`src/bbs_defs.svh`:
```
`ifndef BBS_DEFS_SVH
`define BBS_DEFS_SVH

// Avalon register offsets, in bytes.
`define BBS_REG_CMD 4'h0
`define BBS_REG_ADDR 4'h4
`define BBS_REG_WDATA 4'h8
`define BBS_REG_STATUS 4'hC

// Command register bits.
`define BBS_CMD_START 0
`define BBS_CMD_WRITE 1

// Status register bits.
`define BBS_ST_BUSY 0
`define BBS_ST_PFAIL 1
`define BBS_ST_RDATA_LSB 8

// Clock byte window and control byte.
`define BBS_CLOCK_BASE 13'h1FF8
`define BBS_CTRL_ADDR 13'h1FF8
`define BBS_CTRL_READ_HALT 6
`define BBS_CTRL_WRITE_HALT 7

// Bus timing in ns and derived cycles at 50 ns per clock.
`define BBS_CLK_NS 50
`define BBS_T_ACCESS_NS 150
`define BBS_T_WPULSE_NS 130
`define BBS_T_RECOVER_NS 10
`define BBS_T_DHOLD_NS 5
`define BBS_T_WLQZ_NS 70
`define BBS_N_ACCESS ((`BBS_T_ACCESS_NS + `BBS_CLK_NS - 1) / `BBS_CLK_NS)
`define BBS_N_WPULSE ((`BBS_T_WPULSE_NS + `BBS_CLK_NS - 1) / `BBS_CLK_NS)
`define BBS_N_RECOVER ((`BBS_T_RECOVER_NS + `BBS_CLK_NS - 1) / `BBS_CLK_NS)
`define BBS_N_WLQZ ((`BBS_T_WLQZ_NS + `BBS_CLK_NS - 1) / `BBS_CLK_NS)

`endif

```
`src/bbs_pkg.sv`:
```
package bbs_pkg;
	typedef enum logic [2:0] {
		BBS_IDLE,
		BBS_RD_WAIT,
		BBS_WR_SETUP,
		BBS_WR_PULSE,
		BBS_WR_HOLD,
		BBS_RECOVER
	} bbs_state_t;
endpackage : bbs_pkg

```
`src/bbs_host.sv`:
```
// Added by the designer: the Avalon-MM interface to the registers.
`timescale 1ns/1ns
`include "bbs_defs.svh"

module bbs_host (
	input wire logic clk,
	input wire logic reset_n,
	input wire logic [3:0] avs_address,
	input wire logic avs_read,
	input wire logic avs_write,
	input wire logic [31:0] avs_writedata,
	input wire logic [3:0] avs_byteenable,
	output logic [31:0] avs_readdata,
	output logic avs_waitrequest,
	output logic [12:0] address_lines,
	output logic chip_enable_low_n,
	output logic chip_enable_high,
	output logic output_enable_n,
	output logic write_enable_n,
	input wire logic [7:0] data_bus_lines_in,
	output logic [7:0] data_bus_lines_out,
	output logic data_bus_lines_oe_n,
	input wire logic power_fail_alert_n
);
	// ----------------------------------------------------------------
	// Input synchronisers
	// ----------------------------------------------------------------
	logic [7:0] dq_meta, dq_sync;
	logic pf_meta, pf_sync;
	always_ff @(posedge clk or negedge reset_n) begin
		if (!reset_n) begin
			dq_meta <= 8'h00;
			dq_sync <= 8'h00;
			pf_meta <= 1'b1;
			pf_sync <= 1'b1;
		end else begin
			dq_meta <= data_bus_lines_in;
			dq_sync <= dq_meta;
			pf_meta <= power_fail_alert_n;
			pf_sync <= pf_meta;
		end
	end

	// ----------------------------------------------------------------
	// Register file
	// ----------------------------------------------------------------
	bbs_pkg::bbs_state_t state;
	logic [2:0] cnt;
	logic [12:0] addr_reg;
	logic [7:0] wdata_reg;
	logic [7:0] rdata_reg;
	logic is_write;
	logic pfail_seen;
	logic start_req;
	logic busy;
	// An accepted command counts as busy at once, so a poll can never see idle before it runs.
	assign busy = (state != bbs_pkg::BBS_IDLE) || start_req;

	// Commands are refused while busy or during power fail so the pins never glitch.
	logic cmd_hit;
	assign cmd_hit = avs_write && avs_address == `BBS_REG_CMD && avs_byteenable[0]
		&& avs_writedata[`BBS_CMD_START];
	// Read data is registered, so a read is held off for one cycle until it stands.
	logic rd_valid;
	assign avs_waitrequest = avs_read && !rd_valid;

	always_ff @(posedge clk or negedge reset_n) begin
		if (!reset_n)
			rd_valid <= 1'b0;
		else
			rd_valid <= avs_read && !rd_valid;
	end

	always_ff @(posedge clk or negedge reset_n) begin
		if (!reset_n) begin
			addr_reg <= 13'h0000;
			wdata_reg <= 8'h00;
			is_write <= 1'b0;
		end else if (avs_write && !busy) begin
			if (avs_address == `BBS_REG_ADDR && avs_byteenable[0])
				addr_reg[7:0] <= avs_writedata[7:0];
			if (avs_address == `BBS_REG_ADDR && avs_byteenable[1])
				addr_reg[12:8] <= avs_writedata[12:8];
			if (avs_address == `BBS_REG_WDATA && avs_byteenable[0])
				wdata_reg <= avs_writedata[7:0];
			if (cmd_hit)
				is_write <= avs_writedata[`BBS_CMD_WRITE];
		end
	end

	always_ff @(posedge clk or negedge reset_n) begin
		if (!reset_n)
			start_req <= 1'b0;
		else
			start_req <= cmd_hit && !busy && pf_sync;
	end

	// Power-fail flag is sticky; the set wins over a clear in the same cycle.
	always_ff @(posedge clk or negedge reset_n) begin
		if (!reset_n)
			pfail_seen <= 1'b0;
		else if (!pf_sync)
			pfail_seen <= 1'b1;
		else if (avs_write && avs_address == `BBS_REG_STATUS && avs_byteenable[0]
			&& avs_writedata[`BBS_ST_PFAIL])
			pfail_seen <= 1'b0;
	end

	always_ff @(posedge clk or negedge reset_n) begin
		if (!reset_n)
			avs_readdata <= 32'h0000_0000;
		else if (avs_read && !rd_valid) begin
			case (avs_address)
			`BBS_REG_ADDR: avs_readdata <= {19'h00000, addr_reg};
			`BBS_REG_WDATA: avs_readdata <= {24'h000000, wdata_reg};
			`BBS_REG_STATUS: avs_readdata <= {16'h0000, rdata_reg, 6'h00, pfail_seen, busy};
			default: avs_readdata <= 32'h0000_0000;
			endcase
		end
	end

	// ----------------------------------------------------------------
	// Memory cycle sequencer
	// ----------------------------------------------------------------
	always_ff @(posedge clk or negedge reset_n) begin
		if (!reset_n) begin
			state <= bbs_pkg::BBS_IDLE;
			cnt <= 3'h0;
		end else begin
			case (state)
			bbs_pkg::BBS_IDLE: begin
				if (start_req) begin
					state <= is_write ? bbs_pkg::BBS_WR_SETUP : bbs_pkg::BBS_RD_WAIT;
					cnt <= 3'h0;
				end
			end
			bbs_pkg::BBS_RD_WAIT: begin
				// Two extra cycles cover the two-stage input synchroniser delay.
				cnt <= cnt + 3'h1;
				if (cnt == 3'(`BBS_N_ACCESS + 2)) begin
					state <= bbs_pkg::BBS_RECOVER;
					cnt <= 3'h0;
				end
			end
			bbs_pkg::BBS_WR_SETUP: begin
				// Address settles a cycle before the write strobe falls.
				state <= bbs_pkg::BBS_WR_PULSE;
				cnt <= 3'h0;
			end
			bbs_pkg::BBS_WR_PULSE: begin
				cnt <= cnt + 3'h1;
				if (cnt == 3'(`BBS_N_WPULSE - 1)) begin
					state <= bbs_pkg::BBS_WR_HOLD;
					cnt <= 3'h0;
				end
			end
			bbs_pkg::BBS_WR_HOLD: begin
				state <= bbs_pkg::BBS_RECOVER;
			end
			bbs_pkg::BBS_RECOVER: begin
				cnt <= cnt + 3'h1;
				if (cnt == 3'(`BBS_N_RECOVER - 1))
					state <= bbs_pkg::BBS_IDLE;
			end
			default: state <= bbs_pkg::BBS_IDLE;
			endcase
		end
	end

	always_ff @(posedge clk or negedge reset_n) begin
		if (!reset_n)
			rdata_reg <= 8'h00;
		else if (state == bbs_pkg::BBS_RD_WAIT && cnt == 3'(`BBS_N_ACCESS + 2))
			rdata_reg <= dq_sync;
	end

	// ----------------------------------------------------------------
	// Pin drivers
	// ----------------------------------------------------------------
	logic next_active, next_state_rd, next_state_wp, next_state_hold;
	always_ff @(posedge clk or negedge reset_n) begin
		if (!reset_n) begin
			address_lines <= 13'h0000;
			chip_enable_low_n <= 1'b1;
			chip_enable_high <= 1'b0;
			output_enable_n <= 1'b1;
			write_enable_n <= 1'b1;
			data_bus_lines_out <= 8'h00;
			data_bus_lines_oe_n <= 1'b1;
		end else begin
			if (start_req && state == bbs_pkg::BBS_IDLE) begin
				address_lines <= addr_reg;
				data_bus_lines_out <= wdata_reg;
			end
			chip_enable_low_n <= !(next_active);
			chip_enable_high <= next_active;
			output_enable_n <= !(next_state_rd);
			write_enable_n <= !(next_state_wp);
			data_bus_lines_oe_n <= !(next_state_wp || next_state_hold);
		end
	end

	always_comb begin
		next_state_rd = 1'b0;
		next_state_wp = 1'b0;
		next_state_hold = 1'b0;
		case (state)
		bbs_pkg::BBS_IDLE: next_state_rd = start_req && !is_write;
		bbs_pkg::BBS_RD_WAIT: next_state_rd = (cnt != 3'(`BBS_N_ACCESS + 2));
		bbs_pkg::BBS_WR_SETUP: next_state_wp = 1'b1;
		bbs_pkg::BBS_WR_PULSE: begin
			next_state_wp = (cnt != 3'(`BBS_N_WPULSE - 1));
			next_state_hold = !next_state_wp;
		end
		default: ;
		endcase
		next_active = next_state_rd || next_state_wp
			|| (state == bbs_pkg::BBS_IDLE && start_req && is_write)
			|| state == bbs_pkg::BBS_WR_SETUP;
	end

	// ----------------------------------------------------------------
	// Checks
	// ----------------------------------------------------------------
	addr_stable_a: assert property (@(posedge clk) disable iff (!reset_n)
		!write_enable_n |-> $stable(address_lines))
		else $error("address moved during write strobe");
	oe_in_write_a: assert property (@(posedge clk) disable iff (!reset_n)
		!write_enable_n |-> output_enable_n)
		else $error("output enable low during write");
	wr_pulse_len_a: assert property (@(posedge clk) disable iff (!reset_n)
		$fell(write_enable_n) |-> !write_enable_n [*3] ##1 write_enable_n)
		else $error("write strobe length wrong");
	data_hold_a: assert property (@(posedge clk) disable iff (!reset_n)
		$rose(write_enable_n) |-> !data_bus_lines_oe_n)
		else $error("write data released with strobe");
	recover_gap_a: assert property (@(posedge clk) disable iff (!reset_n)
		$rose(chip_enable_low_n) |=> chip_enable_low_n)
		else $error("no recovery gap");
	enable_pair_a: assert property (@(posedge clk) disable iff (!reset_n)
		chip_enable_low_n == !chip_enable_high)
		else $error("chip enables disagree");
	rd_len_a: assert property (@(posedge clk) disable iff (!reset_n)
		$fell(output_enable_n) |-> !output_enable_n [*6] ##1 output_enable_n)
		else $error("read strobe length wrong");
	no_start_pf_a: assert property (@(posedge clk) disable iff (!reset_n)
		!pf_sync && !busy |=> chip_enable_low_n)
		else $error("cycle started in power fail");
	cov_write_c: cover property (@(posedge clk) $rose(write_enable_n));
	cov_read_c: cover property (@(posedge clk) $rose(output_enable_n));
	cov_pfail_c: cover property (@(posedge clk) $rose(pfail_seen));
endmodule : bbs_host

```
`config.mk`:
```
export PLATFORM = sky130hd
export DESIGN_NAME = bbs_host
export DESIGN_NICKNAME = d
export VERILOG_FILES = /design/src/bbs_pkg.sv /design/src/bbs_host.sv
export VERILOG_INCLUDE_DIRS = /design/src /design/src/src
export SDC_FILE = /design/constraint.sdc
export NUM_CORES = 1
export LEC_CHECK = 0
export BUFFER_PORTS_ARGS = -buffer_cell sky130_fd_sc_hd__buf_2
export CORE_MARGIN = 3
export CORE_UTILIZATION = 35
export DETAILED_ROUTE_END_ITERATION = 10
export GPL_ROUTABILITY_DRIVEN = 0
export PLACE_DENSITY = 0.57
export SLEW_MARGIN = 20
export SYNTH_ARGS = -nofsm -noshare
export SYNTH_HDL_FRONTEND = slang
export SYNTH_SLANG_ARGS = --single-unit
```
`constraint.sdc`:
```
create_clock -name clk -period 2.2 [get_ports clk]
set_input_delay 0.44 -clock clk [delete_from_list [all_inputs] [get_ports clk]]
set_output_delay 0.44 -clock clk [all_outputs]
set_load 0.02 [all_outputs]
```
# [Yosys cells after proc, flatten, opt, wreduce, memory -nomap -nowiden]
# Cells that the tools add are included.
[word_totals] in_bits=53 wordCells=97 output_inout_bits=59 ff_bits=115
[classes] n_reduce_logical=41 n_addsub=1 n_mux=16 n_eq_ne=17
[op_table] op="16-bit one-hot mux with 3 select lines" count=1
[op_table] op="3-bit two-way mux" count=7
[op_table] op="3-bit one-hot mux with 6 select lines" count=1
[op_table] op="1-bit logical AND" count=17
[op_table] op="3-bit one-hot mux with 5 select lines" count=1
[op_table] op="2-bit AND reduction" count=5
[op_table] op="3-bit by 2-bit equality test with 1-bit output, second input constant" count=3
[op_table] op="3-bit equality test, second input constant" count=3
[op_table] op="4-bit equality test, second input constant" count=2
[op_table] op="1-bit logical NOT" count=8
[op_table] op="2-bit != test, second input constant" count=4
[op_table] op="3-bit logical NOT" count=2
[op_table] op="1-bit logical OR" count=5
[op_table] op="5-bit nonzero test" count=1
[op_table] op="4-bit by 3-bit equality test with 1-bit output, second input constant" count=1
[op_table] op="4-bit logical NOT" count=1
[op_table] op="1-bit one-hot mux with 2 select lines" count=2
[op_table] op="4-bit AND reduction" count=1
[op_table] op="3-bit by 1-bit adder with 3-bit output, second input constant" count=1
[op_table] op="3-bit by 1-bit equality test with 1-bit output, second input constant" count=1
[op_table] op="1-bit two-way mux" count=3
[op_table] op="3-bit by 2-bit != test with 1-bit output, second input constant" count=1
[op_table] op="3-bit != test, second input constant" count=1
[op_table] op="3-bit nonzero test" count=1
[op_table] op="2 further kinds" count=2

# [Logic depth before layout (Yosys ltp)]
# Gate-level depths: netlist (run 1).
[depth] depth_word=7 ltp_mapped=6 depth_no_buf=6

# [Least setup slack after synthesis (run 1)]
# No wires, ideal clock.
[synth_path] path_kind="reg-to-reg" from="register state[2]" to="register wdata_reg[0]" period_less_slack_ps=1882 path_stages_with_launch=6 path_slack_ps=318 arrival_time_ps=1757 cell_sequence="dfrtp_1 > or4_4 > nor3_1 > and3_1 > buf_6 > mux2_2"
[synth_via] elab_chain_cells=5
[synth_lines] element="start: declaration" line="bbs_host.sv:47" source="bbs_pkg::bbs_state_t state;"
[synth_lines] element="start signal: assignment" line="bbs_host.sv:127" source="state <= bbs_pkg::BBS_IDLE;"
[synth_lines] element="start signal: assignment" line="bbs_host.sv:133" source="state <= is_write ? bbs_pkg::BBS_WR_SETUP : bbs_pkg::BBS_RD_WAIT;"
[synth_lines] element="start signal: assignment" line="bbs_host.sv:141" source="state <= bbs_pkg::BBS_RECOVER;"
[synth_lines] element="3-bit nonzero test" line="bbs_host.sv:57" source="assign busy = (state != bbs_pkg::BBS_IDLE) || start_req;"
[synth_lines] element="1-bit logical OR" line="bbs_host.sv:57"
[synth_lines] element="1-bit logical NOT" line="bbs_host.sv:79" source="end else if (avs_write && !busy) begin"
[synth_lines] element="1-bit logical AND" line="bbs_host.sv:79"
[synth_lines] element="2-bit AND reduction (no source line)"
[synth_lines] element="end signal: assignment" line="bbs_host.sv:85" source="wdata_reg <= avs_writedata[7:0];"
[synth_lines] element="end: declaration" line="bbs_host.sv:50" source="logic [7:0] wdata_reg;"
# Every way passes these cells.
# A chain may end at the register's enable or synchronous reset.

# [Worst setup path after layout (run 1)]
[layout_path] from="register state[2]" to="register wdata_reg[7]"
# The elaborated chain is that of the path after synthesis.

==> results of run 1 <==
==> worst paths after layout <==
kind                                      start           endpoint
max                                    state[2]       wdata_reg[7]
min reg2reg                          dq_meta[3]         dq_sync[3]
min in group asynchronous               reset_n   address_lines[9]
min                        data_bus_lines_in[4]         dq_meta[4]
max reg2reg                            state[2]       wdata_reg[7]
max in group asynchronous               reset_n  chip_enable_low_n
==> synthesized netlist by cell type, types with 2 or more instances <==
cell       n  area (µm²)
nor2_1     7        26.3
dfstp_2    6         158
mux2_2    51         574
dfrtp_1   93        2330
buf_4     16         120
a22o_1     2        17.5
nand2_1   27         101
ha_1       4        50.1
nor3_1     4        20.0
buf_2      2        10.0
a22oi_1    6        45.0
nand2b_1   4        25.0
and3_1     3        18.8
a21o_1     3        22.5
nor2b_1    4        25.0
o21ai_0   17        85.1
a21oi_1    3        15.0
clkbuf_1   9        33.8
nand4_1    3        18.8
mux2i_1    6        60.1
nand3_1    3        15.0
inv_1      6        22.5
==> routing by layer <==
metal | share of wire | vias to the layer above
li1 | - | 1185
met1 | 0.44 | 1253
met2 | 0.47 | 68
met3 | 0.067 | 12
met4 | 0.015 | 2
met5 | 0.0016 | -
==> logic make-up after synthesis <==
group                      after synthesis
adders and majority gates                4
other                                    1
muxes                                   58
AOI/OAI and AO/OA                       40
buffers and inverters                   35
DFF                                     99
and+or+nand+nor                         62
==> cells in the final DEF (no fill, tap or decap), types with 2 or more instances in the layout <==
cell type   synthesis  routed
buf_12              0       2
a21o_1              3       3
nand4_1             3       3
inv_1               6       6
mux2_2             51      51
conb_1              1      16
nand2_1            27      27
dfrtp_1            93      93
ha_1                4       4
buf_4              16      11
a22oi_1             6       6
nor2b_1             4       4
dfstp_2             6       6
clkinvlp_4          0       2
a22o_1              2       2
buf_2               2      73
clkbuf_1            9       2
nand2b_1            4       4
nor2_1              7       7
nor3_1              4       4
o21ai_0            17      17
clkbuf_16           0       9
mux2i_1             6       6
a21oi_1             3       3
nand3_1             3       3
and3_1              3       3
==> power by group <==
| part | internal (µW) | leakage [µW] | total (µW) | switching, µW |
|---|---|---|---|---|
| sequential | 2100 | 0.00128 | 2270 | 174 |
| combinational | 405 | 0.00103 | 871 | 466 |
| clock | 911 | 0.000139 | 1570 | 655 |
==> per-stage QoR <==
step	instances	instance area [µm²]
after floorplan	314	4030
after global placement	511	4510
after detailed placement	511	4510
after CTS	528	4820
after global routing	528	4820
final	528	4820
==> timing repair <==
item / CTS / global route
endpoints found under the hold margin: 10 / 0
hold buffers: 1 / 0
resized for setup: 0 / 0
==> final cells by class <==
cell class	instances	area share
Clock buffer	12	0.0511
Clock inverter	4	0.0104
Inverter	6	0.00467
Multi-Input combinational cell	180	0.279
Sequential cell	99	0.515
Tap cell	140	0.0363
Timing Repair Buffer	87	0.103
==> critical path, cell delays in order, from the launching register on <==
cell and delay [ns]:
dfrtp_1 0.39, or4_4 0.56, nor3_1 0.23, and3_1 0.19
buf_4 0.18, mux2_2 0.34
==> results.json, run 1 <==
{
  "status": "complete, no violations",
  "register_area_um2": 2480,
  "reg2reg_depth": 5,
  "maxSlewHeadroom": 0.644,
  "grt_use_met1": 0.182,
  "die_h_um": 113,
  "place.detailed.hpwl_um": 5780,
  "root_buffer": "clkbuf_16",
  "arrival_ns": 2.23,
  "insertion_delay_ns": 0.34,
  "top_usage_layer": "met2",
  "synthAdderAreaFrac": 0.0126,
  "num_vias": 2520,
  "port-buffer-count": 74,
  "yosys_most_used_dff": "dfrtp_1",
  "fin_crit_sh": 0.914,
  "yosysUniqueCellTypes": 42,
  "synthSimpleGateAreaFrac": 0.0806,
  "hold_depth": 1,
  "leakagePower_uw": 0.00245,
  "design.core.area_um2": 11000,
  "drive_above_1_share": 0.418,
  "synth_area_um2": 3970,
  "finalSetupViolCount": 0,
  "num_io_pins": 112,
  "crit_type": "reg -> reg",
  "grt_pass1_vias": 2570,
  "drtIter0Drc": 91,
  "routedWlPerCell_um": 15.4,
  "gr-usage-met2": 0.203,
  "whs_ns": 0.201,
  "gr-total-overflow": 0,
  "pre_cts_slack_ns": 0.194,
  "seq_area_frac_synth": 0.625,
  "drt_first_pass_iters": 4,
  "worstMarginPinSlew_ns": 0.533,
  "syn_avg_cell_area_um2": 13.3,
  "cts_max_level": 3,
  "rsz0062_at_grt": "no",
  "power_density_nw_per_um2": 977,
  "startpoint_type": "flop",
  "nets": 440,
  "drc_errors": 0,
  "post_cts_buffers": 0,
  "fin_ws_ns": 0.189,
  "grtUsageTotal": 0.136,
  "largest_register_ffs": 16,
  "cts_tree": "yes",
  "start_util": 0.362,
  "grt_first_pass_wirelength_um": 13500,
  "cts-buffers-inserted": 9,
  "clock-sinks": 99,
  "grt_use_met3": 0.0431,
  "synthXorXnorAreaFrac": 0,
  "grt_max_degree": 55,
  "reg2reg_slack_ns": 0.19,
  "maxSlewViolCount": 0,
  "p_total_uw": 4710,
  "skew_ns": 0.00629,
  "hp-class": "in -> reg",
  "area_growth_syn_to_layout_pct": 21.3,
  "routed_wl_um": 8140,
  "vdd_drop_max_uv": 443,
  "worstSetupEndpointType": "flop",
  "multiInputGateArea_um2": 1340,
  "async_flop_share": 1.00,
  "finalHoldViolCount": 0,
  "final_util": 0.439,
  "antenna_found_initial": 1,
  "crit_fanout": 8,
  "synth_top_family_by_area": "multiplexers",
  "synth-edff-count": 0,
  "cts.path.max_buffers": 2,
  "die_area_um2": 12700,
  "num-fill-cells": 1043,
  "fin_setup_tns_ns": 0,
  "vias_per_cell": 4.77,
  "synth_mux_area_frac": 0.162,
  "std_cell_rows": 38,
  "clk_pin_slew_worst_paths_ns": 0.07,
  "period_minus_slack_ns": 2.01,
  "ys_ff_latch": 99,
  "n_antenna_cell": 0,
  "critPathRequiredTime_ns": 2.42,
  "postRouteAntennaNets": 0,
  "yosysWarningCount": 0,
  "fmax_ghz": 0.497,
  "synthCells": 299,
  "max_cap_viol_count": 0,
  "die_width_um": 113,
  "synth_compound_area_frac": 0.0674
}
Note: power is estimated with default switching activity, not from simulation.
==> run 2: changes to the inputs <==
- clock period: 2.2 -> 2.6 ns (I/O delays scaled with it)
==> run 2 against run 1 <==
  * Total power is 16% lower
  * Largest cell class unchanged
  * Utilization is 0.57 points lower
  * Die area stayed put
  * Global-route usage is 0.16 points lower
  * Critical path depth is 1 lower
  * Highest routed layer unchanged
==> results.json, run 2 (same netlist as run 1, synthesis figures left out) <==
{
  "cts.path.max_buffers": 2,
  "finalSetupViolCount": 0,
  "start_util": 0.362,
  "drive_above_1_share": 0.412,
  "period_minus_slack_ns": 2.19,
  "cts_hold_buf": 0,
  "clk_pin_slew_worst_paths_ns": 0.06,
  "cts_tree": "yes",
  "nets": 434,
  "reg2reg_depth": 4,
  "die_h_um": 113,
  "largest_register_ffs": 16,
  "cts_max_level": 3,
  "arrival_ns": 2.41,
  "startpoint_type": "flop",
  "routed_wl_um": 8190,
  "vdd_drop_max_uv": 353,
  "post_cts_buffers": 0,
  "maxSlewViolCount": 0,
  "worstMarginPinSlew_ns": 0.739,
  "area_growth_syn_to_layout_pct": 19.7,
  "design.core.area_um2": 11000,
  "grt_first_pass_wirelength_um": 13400,
  "vias_per_cell": 4.81,
  "rsz0062_at_grt": "no",
  "die_area_um2": 12700,
  "num_io_pins": 112,
  "fmax_ghz": 0.457,
  "num-fill-cells": 1043,
  "root_buffer": "clkbuf_16",
  "crit_fanout": 8,
  "worstSetupEndpointType": "flop",
  "post_cts_resized": 0,
  "critPathRequiredTime_ns": 2.82,
  "fin_setup_tns_ns": 0,
  "routedWlPerCell_um": 15.7,
  "place.detailed.hpwl_um": 5750,
  "pre_cts_slack_ns": 0.352,
  "leakagePower_uw": 0.00242,
  "max_cap_viol_count": 0,
  "clock-sinks": 99,
  "crit_type": "reg -> reg",
  "maxSlewHeadroom": 0.502,
  "power_density_nw_per_um2": 833,
  "drtIter0Drc": 74,
  "drc_errors": 0,
  "grt_max_degree": 45,
  "grt_pass1_vias": 2500,
  "critPathSlowestCell": "or4_4",
  "antenna_found_initial": 1,
  "n_antenna_cell": 0,
  "cts-buffers-inserted": 9,
  "finalHoldViolCount": 0,
  "fin_crit_sh": 0.842,
  "drt_first_pass_iters": 4,
  "final_cell_mix": "dfrtp_1, buf_2, mux2_2, nand2_1, o21ai_0",
  "cp_slowest_stage_delay_ns": 0.56,
  "postRouteAntennaNets": 0,
  "insertion_delay_ns": 0.34,
  "path_cells": "or4_4, nor3_1, and3_1, mux2_2",
  "skew_ns": 0.00441,
  "hp-class": "in -> async",
  "num_vias": 2508,
  "final_common_cell": "dfrtp_1",
  "std_cell_rows": 38,
  "grtUsageTotal": 0.134,
  "status": "complete, no violations",
  "port-buffer-count": 74,
  "gr-total-overflow": 0,
  "die_width_um": 113,
  "fin_ws_ns": 0.411
}
-- run 2: cell types whose count changed in the layout (fill, tap and decap cells not counted), sizes merged --
| cell | change |
|---|---|
| buf | -5 |
| dlygate4sd3 | -1 |
| clkinv | +1 |
| clkbuf | -1 |
| clkinvlp | -1 |
-- run 2: critical path: cells and delay by family (launching register included) --
family | cells | cell delay, ns
simple gates | 3 | 1.29
flops | 1 | 0.39
mux | 1 | 0.39
-- run 2: final timing paths --
kind | from | end | slack [ns]
max in group asynchronous | reset_n | pf_meta | 1.76
worst max register to register | state[2] | wdata_reg[4] | 0.41
worst min-delay path | reset_n | address_lines[7] | 0.16
worst max-delay path | state[2] | wdata_reg[4] | 0.41
min in group clk | data_bus_lines_in[0] | dq_meta[0] | 0.29
worst min register to register | dq_meta[6] | dq_sync[6] | 0.34
-- run 2: final cells by class --
class                           count  area (µm²)  share of cell area
Clock buffer                       11         243              0.0510
Sequential cell                    99        2480               0.522
Tap cell                          140         175              0.0368
Clock inverter                      4        51.3              0.0108
Multi-Input combinational cell    180        1340               0.282
Timing Repair Buffer               81         438              0.0920
Inverter                            6        22.5             0.00473
-- run 2: metal layers --
layer	share of wire	global-route usage	wire, µm	vias to the layer above
li1	-	-	-	1176
met1	0.45	0.175	3670	1247
met2	0.46	0.203	3750	70
met3	0.079	0.0577	648	13
met4	0.013	0.0433	107	2
met5	0.0016	0	13	-
-- run 2: power breakdown --
part / internal, µW / switching [µW]
Sequential: 1780 / 145
Clock: 767 / 544
Combinational: 338 / 395
-- run 2: stage by stage --
stage / hold WS (ns) / utilization / instances / instance area (µm²) / power, µW
floorplan: 0.224 / - / 314 / 4030 / 2450
global placement: 0.333 / 0.406 / 506 / 4460 / 2660
detailed placement: 0.335 / 0.406 / 506 / 4460 / 2690
CTS: 0.167 / 0.433 / 521 / 4760 / 4020
global route: 0.183 / 0.433 / 521 / 4760 / 4210
finish: 0.163 / 0.433 / 521 / 4760 / 3960
